## src/include/assc_pkg.sv

```systemverilog
// Shared constants and types of the asynchronous serial status and control block
package assc_pkg;

   // Register indices; the byte address of each register is four times its index
   localparam logic [6:0] IDX_STATUS = 7'h50; // Line status flags
   localparam logic [6:0] IDX_DATA = 7'h51; // Data port: transmit holding / receive holding
   localparam logic [6:0] IDX_CTRL1 = 7'h53; // Frame control one
   localparam logic [6:0] IDX_CTRL2 = 7'h54; // Frame control two
   localparam logic [6:0] IDX_DIV = 7'h55; // Sample tick divider

   // Address bits that select the register index
   localparam int unsigned ADR_LO = 2;
   localparam int unsigned ADR_HI = 8;

   // Line status bit positions
   localparam int unsigned B_TRANSMIT_EMPTY_FLAG = 7; // transmit_empty_flag
   localparam int unsigned B_TC = 6; // tx_complete_flag
   localparam int unsigned B_RX_FULL_FLAG = 5; // rx_full_flag
   localparam int unsigned B_IDLE = 4; // idle_line_flag
   localparam int unsigned B_OR = 3; // overrun_flag
   localparam int unsigned B_NF = 2; // noise_flag
   localparam int unsigned B_FE = 1; // framing_error_flag
   localparam int unsigned B_PE = 0; // parity_error_flag

   // Frame control one bit positions
   localparam int unsigned C1_RX9 = 7; // rx_ninth_bit
   localparam int unsigned C1_TX9 = 6; // tx_ninth_bit
   localparam int unsigned C1_LPD = 5; // low_power_disable
   localparam int unsigned C1_M = 4; // word_length_select
   localparam int unsigned C1_WAKE = 3; // wakeup_method
   localparam int unsigned C1_PCE = 2; // parity_enable
   localparam int unsigned C1_PS = 1; // parity_odd_select
   localparam int unsigned C1_PIE = 0; // parity_irq_en

   // Frame control two bit positions
   localparam int unsigned C2_TIE = 7; // tx_empty_irq_en
   localparam int unsigned C2_TX_DONE_IRQ_EN = 6; // tx_done_irq_en
   localparam int unsigned C2_RIE = 5; // rx_irq_en
   localparam int unsigned C2_IDLE_IRQ_EN = 4; // idle_irq_en
   localparam int unsigned C2_TE = 3; // tx_enable
   localparam int unsigned C2_RE = 2; // rx_enable
   localparam int unsigned C2_MUTE = 1; // mute_request
   localparam int unsigned C2_SBK = 0; // break_send

   // Flags cleared by a data write or a data read after a status access
   localparam logic [7:0] CLR_WR_MASK = 8'hC1;
   localparam logic [7:0] CLR_RD_MASK = 8'h3F;

   // Reset values
   localparam logic [7:0] STATUS_RST = 8'hC0;
   localparam logic [7:0] CTRL_RST = 8'h00;
   localparam logic [7:0] DIV_RST = 8'h0F;

   // Sixteen samples per bit; the 8th, 9th and 10th are voted
   localparam logic [3:0] SMP_FIRST_VOTE = 4'h7;
   localparam logic [3:0] SMP_LAST_VOTE = 4'h9;
   localparam logic [3:0] SMP_LAST = 4'hF;

   // Data bits per word and idle frame lengths in samples
   localparam logic [3:0] NBITS_8 = 4'h8;
   localparam logic [3:0] NBITS_9 = 4'h9;
   localparam logic [7:0] IDLE_SMP_8 = 8'hA0;
   localparam logic [7:0] IDLE_SMP_9 = 8'hB0;

   // Transmitter states
   typedef enum logic [4:0]
   {
      TX_IDLE = 5'h01,
      TX_WAIT = 5'h02,
      TX_DATA = 5'h04,
      TX_PRE = 5'h08,
      TX_BRK = 5'h10
   } assc_tx_state_t;

   // Receiver states
   typedef enum logic [2:0]
   {
      RX_OFF = 3'h1,
      RX_HUNT = 3'h2,
      RX_BITS = 3'h4
   } assc_rx_state_t;

   // Wishbone request from the master
   typedef struct packed
   {
      logic cyc;
      logic stb;
      logic we;
      logic [3:0] sel;
      logic [31:0] adr;
      logic [31:0] dat;
   } assc_wb_req_t;

   // Wishbone answer to the master
   typedef struct packed
   {
      logic ack;
      logic [31:0] dat;
   } assc_wb_rsp_t;

endpackage

```

## src/design/assc_top.sv

```systemverilog
// Register access over Wishbone and the placing of the registers were chosen for this implementation.
`timescale 1ns/1ns
module assc_top
(
   // Clock and reset
   input wire logic i_ref_clk,
   input wire logic i_rst_n,
   // Register bus
   input assc_pkg::assc_wb_req_t i_wb,
   output assc_pkg::assc_wb_rsp_t o_wb,
   // Serial line
   input wire logic i_rxd,
   output logic o_txd,
   // Interrupt
   output logic o_irq
);
   import assc_pkg::*;

   // Whole state of the block, registered in one place
   typedef struct packed
   {
      assc_wb_rsp_t rsp; // Bus answer
      logic [7:0] status; // Line status flags
      logic [7:0] ctrl1; // Frame control one
      logic [7:0] ctrl2; // Frame control two
      logic [7:0] div; // Sample tick divider
      logic [7:0] div_cnt; // Divider count
      logic [7:0] seen; // Flags seen at last status access
      logic armed; // Status access waiting for a data access
      logic [7:0] txh; // Transmit holding word
      assc_tx_state_t txs; // Transmitter state
      logic [10:0] tsh; // Transmit shift register
      logic [3:0] tbits; // Bits left in the frame
      logic [3:0] tsmp; // Sample count within a bit
      logic te_prev; // Previous tx_enable
      logic sbk_prev; // Previous break_send
      logic pre_pend; // Preamble queued
      logic brk_pend; // Break word queued
      logic txd; // Line output
      assc_rx_state_t rxs; // Receiver state
      logic [3:0] rsmp; // Sample count within a bit
      logic [3:0] rbits; // Bits taken so far
      logic [8:0] rsh; // Receive shift register
      logic [2:0] votes; // Samples eight to ten
      logic rnoise; // Noise seen in this frame
      logic line_prev; // Previous line sample
      logic [7:0] rxh; // Receive holding word
      logic [7:0] idle_cnt; // High samples while hunting
      logic idle_arm; // Idle flag may be set
      logic rm; // Word length of the frame in progress
      logic rpce; // Parity enable of the frame in progress
      logic rps; // Parity sense of the frame in progress
      logic irq; // Interrupt output
   } assc_state_t;

   assc_state_t st_q; // Current state
   assc_state_t st_d; // Next state
   logic tick; // Sample tick, one cycle
   logic run; // Divider allowed to count
   logic req; // New bus request
   logic [6:0] idx; // Register index
   logic wr; // Byte write
   logic [7:0] clr; // Flags cleared this cycle
   logic [7:0] c2w; // Control two value to write
   logic [8:0] tw; // Transmit word with parity
   logic [3:0] nb; // Transmit data bits
   logic rbit; // Voted bit value
   logic noisy; // Voted samples disagree
   logic [8:0] dat9; // Received word, right aligned
   logic msb; // Received word MSB
   logic perr; // Parity check failed
   logic deliver; // Received word reaches software
   logic [7:0] idle_lim; // Idle frame length in samples

   // Next state of the whole block
   always_comb
   begin
      st_d = st_q;
      st_d.rsp.ack = 1'b0;
      tick = 1'b0;
      clr = 8'h00;
      c2w = 8'h00;
      tw = 9'h000;
      nb = NBITS_8;
      rbit = 1'b0;
      noisy = 1'b0;
      dat9 = 9'h000;
      msb = 1'b0;
      perr = 1'b0;
      deliver = 1'b0;
      idle_lim = st_q.ctrl1[C1_M] ? IDLE_SMP_9 : IDLE_SMP_8;

      // Sample tick divider, frozen in low power once both engines rest
      run = !(st_q.ctrl1[C1_LPD] && st_q.txs == TX_IDLE && st_q.rxs != RX_BITS);
      if (run)
      begin
         if (st_q.div_cnt >= st_q.div)
         begin
            st_d.div_cnt = 8'h00;
            tick = 1'b1;
         end
         else
         begin
            st_d.div_cnt = st_q.div_cnt + 8'h01;
         end
      end

      // Bus slave: one answer per request, the cycle after it is seen
      req = i_wb.cyc && i_wb.stb && !st_q.rsp.ack;
      idx = i_wb.adr[ADR_HI:ADR_LO];
      wr = req && i_wb.we && i_wb.sel[0];
      if (req)
      begin
         st_d.rsp.ack = 1'b1;
         st_d.rsp.dat = 32'h0000_0000;
         if (idx == IDX_STATUS)
         begin
            // Any status access arms the clear and remembers the flags
            st_d.rsp.dat[7:0] = st_q.status;
            st_d.seen = st_q.status;
            st_d.armed = 1'b1;
         end
         else if (idx == IDX_DATA)
         begin
            if (!i_wb.we)
            begin
               st_d.rsp.dat[7:0] = st_q.rxh;
            end
            else if (wr)
            begin
               st_d.txh = i_wb.dat[7:0];
            end
            // Armed data access clears only the flags seen earlier
            if (st_q.armed)
            begin
               clr = (i_wb.we ? CLR_WR_MASK : CLR_RD_MASK) & st_q.seen;
               st_d.armed = 1'b0;
            end
         end
         else if (idx == IDX_CTRL1)
         begin
            st_d.rsp.dat[7:0] = st_q.ctrl1;
            if (wr)
            begin
               st_d.ctrl1[6:0] = i_wb.dat[6:0];
            end
         end
         else if (idx == IDX_CTRL2)
         begin
            st_d.rsp.dat[7:0] = st_q.ctrl2;
            if (wr)
            begin
               c2w = i_wb.dat[7:0];
               // Mute is locked while a word waits in address mark mode
               if (st_q.ctrl1[C1_WAKE] && st_q.status[B_RX_FULL_FLAG])
               begin
                  c2w[C2_MUTE] = st_q.ctrl2[C2_MUTE];
               end
               st_d.ctrl2 = c2w;
            end
         end
         else if (idx == IDX_DIV)
         begin
            st_d.rsp.dat[7:0] = st_q.div;
            if (wr)
            begin
               st_d.div = i_wb.dat[7:0];
            end
         end
      end
      st_d.status = st_q.status & ~clr;

      // Transmit word with optional parity in the MSB
      nb = st_q.ctrl1[C1_M] ? NBITS_9 : NBITS_8;
      tw = {st_q.ctrl1[C1_TX9], st_q.txh};
      if (st_q.ctrl1[C1_PCE])
      begin
         if (st_q.ctrl1[C1_M])
         begin
            tw[8] = (^st_q.txh) ^ st_q.ctrl1[C1_PS];
         end
         else
         begin
            tw[7] = (^st_q.txh[6:0]) ^ st_q.ctrl1[C1_PS];
         end
      end

      // Transmit edge tracking for preamble and break requests
      st_d.te_prev = st_q.ctrl2[C2_TE];
      st_d.sbk_prev = st_q.ctrl2[C2_SBK];
      if (st_q.ctrl2[C2_TE] && !st_q.te_prev && st_q.txs != TX_IDLE)
      begin
         st_d.pre_pend = 1'b1;
      end
      if (!st_q.ctrl2[C2_SBK] && st_q.sbk_prev)
      begin
         st_d.brk_pend = 1'b1;
      end

      // Transmitter
      case (st_q.txs)
         TX_IDLE:
         begin
            st_d.txd = 1'b1;
            st_d.tsmp = 4'h0;
            st_d.tbits = nb + 4'h2;
            if (st_q.ctrl2[C2_TE] && !st_q.te_prev)
            begin
               st_d.txs = TX_WAIT;
            end
            else if (st_q.ctrl2[C2_TE] && !st_q.ctrl1[C1_LPD])
            begin
               if (st_q.brk_pend || st_q.ctrl2[C2_SBK])
               begin
                  st_d.brk_pend = 1'b0;
                  st_d.tsh = 11'h000;
                  st_d.txd = 1'b0;
                  st_d.txs = TX_BRK;
               end
               else if (st_q.pre_pend)
               begin
                  st_d.pre_pend = 1'b0;
                  st_d.tsh = 11'h7FF;
                  st_d.txs = TX_PRE;
               end
               else if (!st_q.status[B_TRANSMIT_EMPTY_FLAG])
               begin
                  // Holding word moves only once software has refilled it
                  st_d.tsh = st_q.ctrl1[C1_M] ? {1'b1, tw, 1'b0} : {2'b11, tw[7:0], 1'b0};
                  st_d.status[B_TRANSMIT_EMPTY_FLAG] = 1'b1;
                  st_d.txd = 1'b0;
                  st_d.txs = TX_DATA;
               end
            end
         end
         TX_WAIT:
         begin
            // One bit time of idle after the transmitter is enabled
            if (tick)
            begin
               st_d.tsmp = st_q.tsmp + 4'h1;
               if (st_q.tsmp == SMP_LAST)
               begin
                  st_d.txs = TX_IDLE;
               end
            end
         end
         default:
         begin
            // Shift a data, preamble or break frame out one bit at a time
            if (tick)
            begin
               st_d.tsmp = st_q.tsmp + 4'h1;
               if (st_q.tsmp == SMP_LAST)
               begin
                  st_d.tsh = {1'b1, st_q.tsh[10:1]};
                  st_d.tbits = st_q.tbits - 4'h1;
                  st_d.txd = st_q.tsh[1];
                  if (st_q.tbits == 4'h1)
                  begin
                     st_d.txd = 1'b1;
                     st_d.txs = TX_IDLE;
                     if (st_q.txs == TX_DATA)
                     begin
                        st_d.status[B_TC] = 1'b1;
                     end
                  end
               end
            end
         end
      endcase

      // Received word, parity check and sample vote
      dat9 = st_q.rm ? st_q.rsh : {1'b0, st_q.rsh[8:1]};
      msb = st_q.rm ? dat9[8] : dat9[7];
      perr = st_q.rpce && (((st_q.rm ? ^dat9 : ^dat9[7:0])) ^ st_q.rps);
      rbit = (st_q.votes[0] & st_q.votes[1]) | (st_q.votes[0] & st_q.votes[2]) |
             (st_q.votes[1] & st_q.votes[2]);
      noisy = (|st_q.votes) && !(&st_q.votes);

      // Receiver
      case (st_q.rxs)
         RX_OFF:
         begin
            st_d.idle_cnt = 8'h00;
            st_d.line_prev = 1'b1;
            if (st_q.ctrl2[C2_RE])
            begin
               st_d.rxs = RX_HUNT;
            end
         end
         RX_HUNT:
         begin
            if (!st_q.ctrl2[C2_RE])
            begin
               st_d.rxs = RX_OFF;
            end
            else if (tick)
            begin
               st_d.line_prev = i_rxd;
               if (st_q.line_prev && !i_rxd)
               begin
                  // Falling edge: start bit, frame settings latched
                  st_d.rxs = RX_BITS;
                  st_d.rsmp = 4'h1;
                  st_d.rbits = 4'h0;
                  st_d.rnoise = 1'b0;
                  st_d.idle_cnt = 8'h00;
                  st_d.rm = st_q.ctrl1[C1_M];
                  st_d.rpce = st_q.ctrl1[C1_PCE];
                  st_d.rps = st_q.ctrl1[C1_PS];
               end
               else if (!i_rxd)
               begin
                  st_d.idle_cnt = 8'h00;
               end
               else if (st_q.idle_cnt != idle_lim)
               begin
                  st_d.idle_cnt = st_q.idle_cnt + 8'h01;
                  if (st_q.idle_cnt == idle_lim - 8'h01)
                  begin
                     // A whole idle frame seen
                     if (st_q.ctrl2[C2_MUTE])
                     begin
                        if (!st_q.ctrl1[C1_WAKE])
                        begin
                           st_d.ctrl2[C2_MUTE] = 1'b0;
                        end
                     end
                     else if (st_q.idle_arm)
                     begin
                        st_d.status[B_IDLE] = 1'b1;
                        st_d.idle_arm = 1'b0;
                     end
                  end
               end
            end
         end
         default:
         begin
            if (!st_q.ctrl2[C2_RE])
            begin
               st_d.rxs = RX_OFF;
            end
            else if (tick)
            begin
               st_d.rsmp = st_q.rsmp + 4'h1;
               if (st_q.rsmp >= SMP_FIRST_VOTE && st_q.rsmp <= SMP_LAST_VOTE)
               begin
                  st_d.votes = {st_q.votes[1:0], i_rxd};
               end
               if (st_q.rsmp == SMP_LAST)
               begin
                  st_d.rnoise = st_q.rnoise | noisy;
                  if (st_q.rbits == 4'h0 && rbit)
                  begin
                     st_d.rxs = RX_HUNT; // False start
                     st_d.line_prev = 1'b1;
                  end
                  else if (st_q.rbits <= (st_q.rm ? NBITS_9 : NBITS_8))
                  begin
                     st_d.rbits = st_q.rbits + 4'h1;
                     if (st_q.rbits != 4'h0)
                     begin
                        st_d.rsh = {rbit, st_q.rsh[8:1]};
                     end
                  end
                  else
                  begin
                     // Stop bit: the frame is complete
                     st_d.rxs = RX_HUNT;
                     st_d.line_prev = i_rxd;
                     deliver = !st_q.ctrl2[C2_MUTE];
                     if (st_q.ctrl2[C2_MUTE] && st_q.ctrl1[C1_WAKE] && msb)
                     begin
                        st_d.ctrl2[C2_MUTE] = 1'b0;
                        deliver = 1'b1;
                     end
                     if (deliver)
                     begin
                        if (st_d.status[B_RX_FULL_FLAG])
                        begin
                           // Held word kept; the new one is dropped
                           st_d.status[B_OR] = 1'b1;
                        end
                        else
                        begin
                           st_d.rxh = dat9[7:0];
                           if (st_q.rm)
                           begin
                              st_d.ctrl1[C1_RX9] = dat9[8];
                           end
                           st_d.status[B_RX_FULL_FLAG] = 1'b1;
                           st_d.status[B_NF] = st_d.status[B_NF] | st_q.rnoise | noisy;
                           st_d.status[B_FE] = st_d.status[B_FE] | !rbit;
                           st_d.status[B_PE] = st_d.status[B_PE] | perr;
                           st_d.idle_arm = 1'b1;
                        end
                     end
                  end
               end
            end
         end
      endcase

      // Shared interrupt level from enabled flags; noise and framing have no enable
      st_d.irq = (st_d.status[B_TRANSMIT_EMPTY_FLAG] & st_d.ctrl2[C2_TIE]) |
                 (st_d.status[B_TC] & st_d.ctrl2[C2_TX_DONE_IRQ_EN]) |
                 ((st_d.status[B_RX_FULL_FLAG] | st_d.status[B_OR]) & st_d.ctrl2[C2_RIE]) |
                 (st_d.status[B_IDLE] & st_d.ctrl2[C2_IDLE_IRQ_EN]) |
                 (st_d.status[B_PE] & st_d.ctrl1[C1_PIE]);
   end

   // State register with synchronous reset
   always_ff @(posedge i_ref_clk)
   begin
      if (!i_rst_n)
      begin
         st_q <= '0;
         st_q.status <= STATUS_RST;
         st_q.ctrl1 <= CTRL_RST;
         st_q.ctrl2 <= CTRL_RST;
         st_q.div <= DIV_RST;
         st_q.txs <= TX_IDLE;
         st_q.rxs <= RX_OFF;
         st_q.txd <= 1'b1;
         st_q.line_prev <= 1'b1;
      end
      else
      begin
         st_q <= st_d;
      end
   end

   // Outputs straight from the state register
   assign o_wb = st_q.rsp;
   assign o_txd = st_q.txd;
   assign o_irq = st_q.irq;

endmodule

```

## config.mk

```make
export PLATFORM = sky130hd
export DESIGN_NAME = assc_top
export DESIGN_NICKNAME = d
export VERILOG_FILES = /design/src/include/assc_pkg.sv /design/src/design/assc_top.sv
export SDC_FILE = /design/constraint.sdc
export NUM_CORES = 1
export LEC_CHECK = 0
export BUFFER_PORTS_ARGS = -buffer_cell sky130_fd_sc_hd__buf_2
export CAP_MARGIN = 20
export CORE_ASPECT_RATIO = 0.9
export CORE_MARGIN = 2
export CORE_UTILIZATION = 45
export CTS_CLUSTER_SIZE = 8
export DETAILED_ROUTE_END_ITERATION = 8
export PLACE_DENSITY_LB_ADDON = 0.05
export SYNTH_ARGS = -nofsm -noshare
export SYNTH_HDL_FRONTEND = slang
export SYNTH_SLANG_ARGS = --single-unit
```

## constraint.sdc

```tcl
create_clock -name i_ref_clk -period 4.6 [get_ports i_ref_clk]
set_input_delay 1.15 -clock i_ref_clk [delete_from_list [all_inputs] [get_ports i_ref_clk]]
set_output_delay 1.15 -clock i_ref_clk [all_outputs]
set_load 0.03 [all_outputs]
```

* Word level (Yosys, flattened, before mapping)
Cells that the tools add are included.
Word-level totals: flip-flop bits (word level) 141, input port bits 74
Cells by class: add/sub/neg operators 8, $lt $le $gt $ge 4, equal/unequal tests 43, mux-type cells 178, bitwise operators 36, reduce and logical (&&, ||, !) cells 70
Operator list (number):
- 8-bit 2-to-1 mux | 25
- 1-bit 2-to-1 mux | 86
- 16-bit 2-to-1 mux | 5
- 33-bit 2-to-1 mux | 2
- 5-bit 2-to-1 mux | 12
- 17-bit 2-to-1 mux | 3
- 9-bit 2-to-1 mux | 5
- 13-bit 2-to-1 mux | 3
- 7-bit == test (second input constant) | 5
- 11-bit 2-to-1 mux | 3
- 8-bit case mux with 2 select lines | 2
- 3-bit 2-to-1 mux | 10
- 30-bit 2-to-1 mux | 1
- 15-bit case mux with 2 select lines | 1
- 7-bit AND reduction | 4
- 12-bit 2-to-1 mux | 2
- 24-bit 2-to-1 mux | 1
- 2-bit != test (second input constant) | 12
- 6-bit AND reduction | 4
- 10-bit 2-to-1 mux | 2
- 20-bit 2-to-1 mux | 1
- 1-bit logical AND | 18
- 2-bit nonzero test | 9
- 8-bit by 1-bit adder with 8-bit output (second input constant) | 2
- 55 further kinds | 121

* Depth between registers and ports, before layout
depth in word-level cells 23, gate-level depth with buffers 10, mapped depth without buffers 8

* Least setup slack after synthesis
Ideal clock, no wire load.
path kind input -> register, start input i_wb[39] (netlist name), end register st_q (netlist bit o_irq), data arrival time 2734 ps, data required time 4463 ps, setup slack 1729 ps, stages 5, buffers on the path 0, cell sequence nand4b_1 > nor4b_2 > nand3_2 > mux2i_1 > o2111ai_1
On the way: longest elaborated chain between the ends 19, elaborated cells on any way between the ends 62
Ends and longest elaborated chain:
- start: declaration | line assc_top.sv:9 | input assc_pkg::assc_wb_req_t i_wb,
- 7-bit == test | line assc_top.sv:123 | else if (idx == IDX_DATA)
- 8-bit 2-to-1 mux | line assc_top.sv:123
- 8-bit 2-to-1 mux | line assc_top.sv:116 | if (idx == IDX_STATUS)
- 8-bit 2-to-1 mux | line assc_top.sv:112 | if (req)
- 8-bit NOT | line assc_top.sv:171 | st_d.status = st_q.status & ~clr;
- 8-bit AND | line assc_top.sv:171
- 1-bit 2-to-1 mux | line assc_top.sv:381 | if (st_d.status[B_RX_FULL_FLAG])
- 5-bit 2-to-1 mux | line assc_top.sv:379 | if (deliver)
- (+3 left out)
- 5-bit 2-to-1 mux | line assc_top.sv:345 | else if (tick)
- 5-bit 2-to-1 mux | line assc_top.sv:341 | if (!st_q.ctrl2[C2_RE])
- 5-bit 2-to-1 mux | line assc_top.sv:282 | case (st_q.rxs)
- 1-bit OR | line assc_top.sv:409 | ((st_d.status[B_RX_FULL_FLAG] | st_d.status[B_OR]) & st_d.ctrl2[C2_RIE]) |
- 1-bit AND | line assc_top.sv:409
- 1-bit OR | line assc_top.sv:408 | (st_d.status[B_TC] & st_d.ctrl2[C2_TX_DONE_IRQ_EN]) |
- 1-bit OR | line assc_top.sv:409
- 1-bit OR * | line assc_top.sv:410 | (st_d.status[B_IDLE] & st_d.ctrl2[C2_IDLE_IRQ_EN]) |
- end signal: assignment | line assc_top.sv:431 | st_q <= st_d;
- end: declaration | line assc_top.sv:56 | assc_state_t st_q;
Every way passes the cells marked *; elsewhere a longest branch is shown, timed or not. A chain may end at the register's enable or synchronous reset.

* Final worst setup path
start register st_q[103] (netlist name), end register st_q[7] (netlist name)
On the way: longest elaborated chain between the ends 5
Ends and longest elaborated chain:
- 8-bit >= comparator | line assc_top.sv:97 | if (st_q.div_cnt >= st_q.div)
- 1-bit 2-to-1 mux | line assc_top.sv:97
- 1-bit 2-to-1 mux | line assc_top.sv:95 | if (run)
- 2-bit != test (no line)
- 4-bit AND reduction (no line)
No other way between the ends.

==> results_tabular.tex <==
\begin{tabular}{lr}
\hline
Metric & Value \\
\hline
\multicolumn{2}{l}{\textbf{Outcome}} \\
\quad Outcome & completed \\
\multicolumn{2}{l}{\textbf{Timing}} \\
\quad Clk\_skew & 9.239 ps \\
\quad Slew at the pin with the worst max-slew slack & 949.8 ps \\
\quad Unrepaired setup endpoints after global routing & false \\
\quad Max-Slew Margin vs Limit & 36.19\% \\
\quad Setup violation total in the final timing report & 0 \\
\quad Final count of pins violating max slew & 0 \\
\quad Fin. Hold Viols & 0 \\
\quad Fin crit period & 3073 ps \\
\quad Period utilisation layout & 66.81\% \\
\quad Setup total negative slack & 0 ps \\
\quad Maximum clock frequency & 325.4 MHz \\
\multicolumn{2}{l}{\textbf{Job}} \\
\quad Max-cap viol count & 0 \\
\multicolumn{2}{l}{\textbf{Clock network}} \\
\quad Cts bufs inserted & 17 \\
\quad Maximum root-to-sink buffer count & 2 \\
\quad Clock-pin transition on the worst setup and hold timing paths & 60 ps \\
\quad Post-CTS repair timing setup buffer count & 0 \\
\quad Clock root buffer & sky130\_fd\_sc\_hd\_\_clkbuf\_16 \\
\quad Clock tree sinks & 140 \\
\quad Post-cts gate resize count & 0 \\
\quad Source-to-sink clock delay at the later pin of the worst-skew pair & 420 ps \\
\quad CTS tree & done \\
\quad Post-CTS Hold Fix Bufs & 0 \\
\quad H-tree levels & 4 \\
\multicolumn{2}{l}{\textbf{Yosys}} \\
\quad Number of instances in the synthesized netlist & 803 \\
\quad Synth Register Bits & 140 \\
\quad Mapped Area & 7082 sq um \\
\quad Number of flops mapped to enable cells by yosys & 0 \\
\quad Warnings, synthesis & 0 \\
\quad Fraction of the yosys area taken by sequential cells & 39.58\% \\
\quad Async set-reset flop share out of synthesis & 0\% \\
\quad Main synth FF type & sky130\_fd\_sc\_hd\_\_dfxtp\_1 \\
\quad Number of distinct library cell variants in the gate-level netlist after synthesis & 73 \\
\quad Mean instance size in the synthesized netlist & 8.819 sq um \\
\multicolumn{2}{l}{\textbf{Pwr}} \\
\quad Pwr dens & 344.2 nW/um\^{}2 \\
\quad P\_leak & 2.921 nW \\
\quad Final Power & 2.707 mW \\
\quad Worst-case vdd ir drop & 248.4 uV \\
\multicolumn{2}{l}{\textbf{Routing}} \\
\quad Antenna viol nets, final & 0 \\
\quad Routed vias & 5,775 \\
\quad Total Wirelength & 17,260 microns \\
\quad Drt pass-1 iters & 5 \\
\quad Avg WL per Cell & 16.69 microns \\
\quad Post-DR vias/cell & 5.585 \\
\quad DRC violation count after routing & 0 \\
\quad Iter 0 DRT Violations & 439 \\
\multicolumn{2}{l}{\textbf{Floorplan}} \\
\quad \# rows & 43 \\
\quad Initial core utilization & 46.02\% \\
\quad Core Region & 15,390 sq um \\
\quad Die width & 136.2 microns \\
\quad Die boundary height & 123.0 microns \\
\quad IO Pins & 109 \\
\quad Floorplan die area & 16,760 sq um \\
\multicolumn{2}{l}{\textbf{Cells and area}} \\
\quad Final core occ & 51.11\% \\
\quad Area growth from synthesis to layout & 11.06\% \\
\quad Final-stage net count & 913 \\
\quad Ant. Diodes & 0 \\
\quad Fraction of final layout cells with drive strength greater than 1 & 11.54\% \\
\quad Layout filler cell count & 1,486 \\
\quad Filler-free cell count of the finished design & 1,034 \\
\quad Final Cell Area & 7865 sq um \\
\multicolumn{2}{l}{\textbf{Critical path}} \\
\quad Delay of the slowest critical-path stage & 590 ps \\
\quad Data arrival, critical path & 3420 ps \\
\quad Cell-by-cell listing of the critical path & inv\_1 -> ha\_1 -> or4\_1 -> a21oi\_1 -> o22a\_2 -> o41a\_1 -> o21ai\_1 -> a21oi\_1 \\
\quad CP delay by family, top & compound AO/OA/AOI/OAI gates \\
\quad Most repeated library cell on the critical path & sky130\_fd\_sc\_hd\_\_a21oi\_1 \\
\quad Data required time of the worst path & 4940 ps \\
\quad Critical path class & reg2reg \\
\quad Startpoint type of the worst setup path & register \\
\quad Cell at the slowest stage of the critical path & sky130\_fd\_sc\_hd\_\_o41a\_1 \\
\quad CP Capture Type & register \\
\quad Number of buffer and inverter stages on the critical path & 1 \\
\quad CP Max Fanout & 24 \\
\multicolumn{2}{l}{\textbf{Place}} \\
\quad Last weighted congestion value of the routability-driven placer & 0.8248 \\
\quad Count of input and output buffers & 32 \\
\quad Cells after DPL & 1,001 \\
\quad Area after DPL & 7257 sq um \\
\quad Placed wire-length estimate & 12,340 microns \\
\multicolumn{2}{l}{\textbf{Global route}} \\
\quad First-pass GRT wire length & 28,030 microns \\
\quad Aggregate global-route resource usage & 21.47\% \\
\quad Number of antenna violations at the first check in global routing & 0 \\
\quad Number of global-route vias before repair & 5,482 \\
\quad Remaining global-route overflow & 0 \\
\quad Largest net degree at the start of global routing & 42 \\
\multicolumn{2}{l}{\textbf{Worst hold path}} \\
\quad Hold crit path type & reg2reg \\
\hline
\end{tabular}
==> synth_stat cells (all sizes together) (9+ instances only) <==
master / number / area, sq um
nor2: 120 / 450.4
o211ai: 9 / 67.56
dfxtp: 140 / 2803
inv: 21 / 78.83
clkbuf: 27 / 102.6
buf: 42 / 302.8
o21ai: 24 / 120.1
xnor2: 22 / 192.7
nand4: 9 / 56.30
or3: 9 / 61.31
mux2i: 69 / 690.7
xor2: 9 / 78.83
nor3: 12 / 65.06
a21oi: 38 / 190.2
a211oi: 16 / 135.1
nand2: 60 / 225.2
nand3: 22 / 115.1
ha: 20 / 250.2
==> worst reg2reg max path, stage by stage, from the launching register on <==
cell and delay (ps):
sky130_fd_sc_hd__dfxtp_1 350, sky130_fd_sc_hd__inv_1 60, sky130_fd_sc_hd__ha_1 180, sky130_fd_sc_hd__or4_1 540, sky130_fd_sc_hd__a21oi_1 180, sky130_fd_sc_hd__o22a_2 560, sky130_fd_sc_hd__o41a_1 590, sky130_fd_sc_hd__o21ai_1 330
sky130_fd_sc_hd__a21oi_1 220
==> flip-flops by register name, summed over array words and instances, names as in the netlist <==
signal / cells
o_irq: 1
o_txd: 1
o_wb: 9
st_d: 2
st_q: 127
==> area by class of cell <==
type | instances | area, sq um | share of cell area (%)
flip-flops and latches | 140 | 2803 | 35.63
well taps | 202 | 252.7 | 3.213
inverters | 21 | 78.83 | 1.002
clock inverters | 13 | 167.7 | 2.132
clock buffers | 19 | 432.9 | 5.504
multi-input cells | 596 | 3887 | 49.43
repair buffers | 43 | 242.7 | 3.086
==> layout by cell type (no fill, tap or decap), types with 17 or more instances in the layout <==
cell type                   instances
sky130_fd_sc_hd__nand2_1           60
sky130_fd_sc_hd__inv_1             20
sky130_fd_sc_hd__clkbuf_16         17
sky130_fd_sc_hd__xnor2_1           22
sky130_fd_sc_hd__buf_2             32
sky130_fd_sc_hd__ha_1              20
sky130_fd_sc_hd__conb_1            24
sky130_fd_sc_hd__dfxtp_1          140
sky130_fd_sc_hd__a21oi_1           38
sky130_fd_sc_hd__nand3_1           21
sky130_fd_sc_hd__o21ai_0           22
sky130_fd_sc_hd__mux2i_1           69
sky130_fd_sc_hd__nor2_1           120
==> worst paths after layout <==
kind	startpoint	to	slack, ps	cells after the start
setup / recovery	st_q[103]$_SDFFE_PN1P_	st_q[7]$_SDFFE_PN0P_	1530	8
hold reg to reg	st_q[69]$_SDFFE_PN0P_	st_q[68]$_SDFFE_PN0P_	470	2
setup reg to reg	st_q[103]$_SDFFE_PN1P_	st_q[7]$_SDFFE_PN0P_	1530	8
hold / removal	st_q[69]$_SDFFE_PN0P_	st_q[68]$_SDFFE_PN0P_	470	2
==> through the flow <==
stage | setup WS, ps | hold WS, ps
after floorplan | 1729 | 437.8
after global placement | 1123 | 450.6
after detailed placement | 1095 | 463.0
after CTS | 1480 | 476.7
after global routing | 1186 | 486.4
final | 1527 | 473.2
==> per-layer routing <==
layer | track usage (%) | wire [microns] | vias up
li1 | - | - | 2858
met1 | 28.62 | 8227 | 2772
met2 | 35.49 | 8156 | 124
met3 | 3.936 | 667 | 21
met4 | 6.576 | 209 | 0
met5 | 0 | 0 | -
==> cells by family after synthesis <==
logic type | share of synthesized area, %
and+or+nand+nor | 20.85
AOI/OAI and AO/OA | 15.42
DFF | 39.58
buffers and inverters | 6.837
muxes | 9.753
xor gates and xnor gates | 3.834
adders and majority gates | 3.675
other | 0.05295
==> report_power, final <==
part | internal (mW) | leakage [nW] | switching (mW) | total, mW
Clock | 0.857 | 0.288 | 0.534 | 1.39
Sequential | 1.22 | 1.13 | 0.00418 | 1.22
Combinational | 0.0213 | 1.50 | 0.0737 | 0.0950
Total | 2.10 | 2.92 | 0.612 | 2.71
Power figures use the tool's default switching activity.
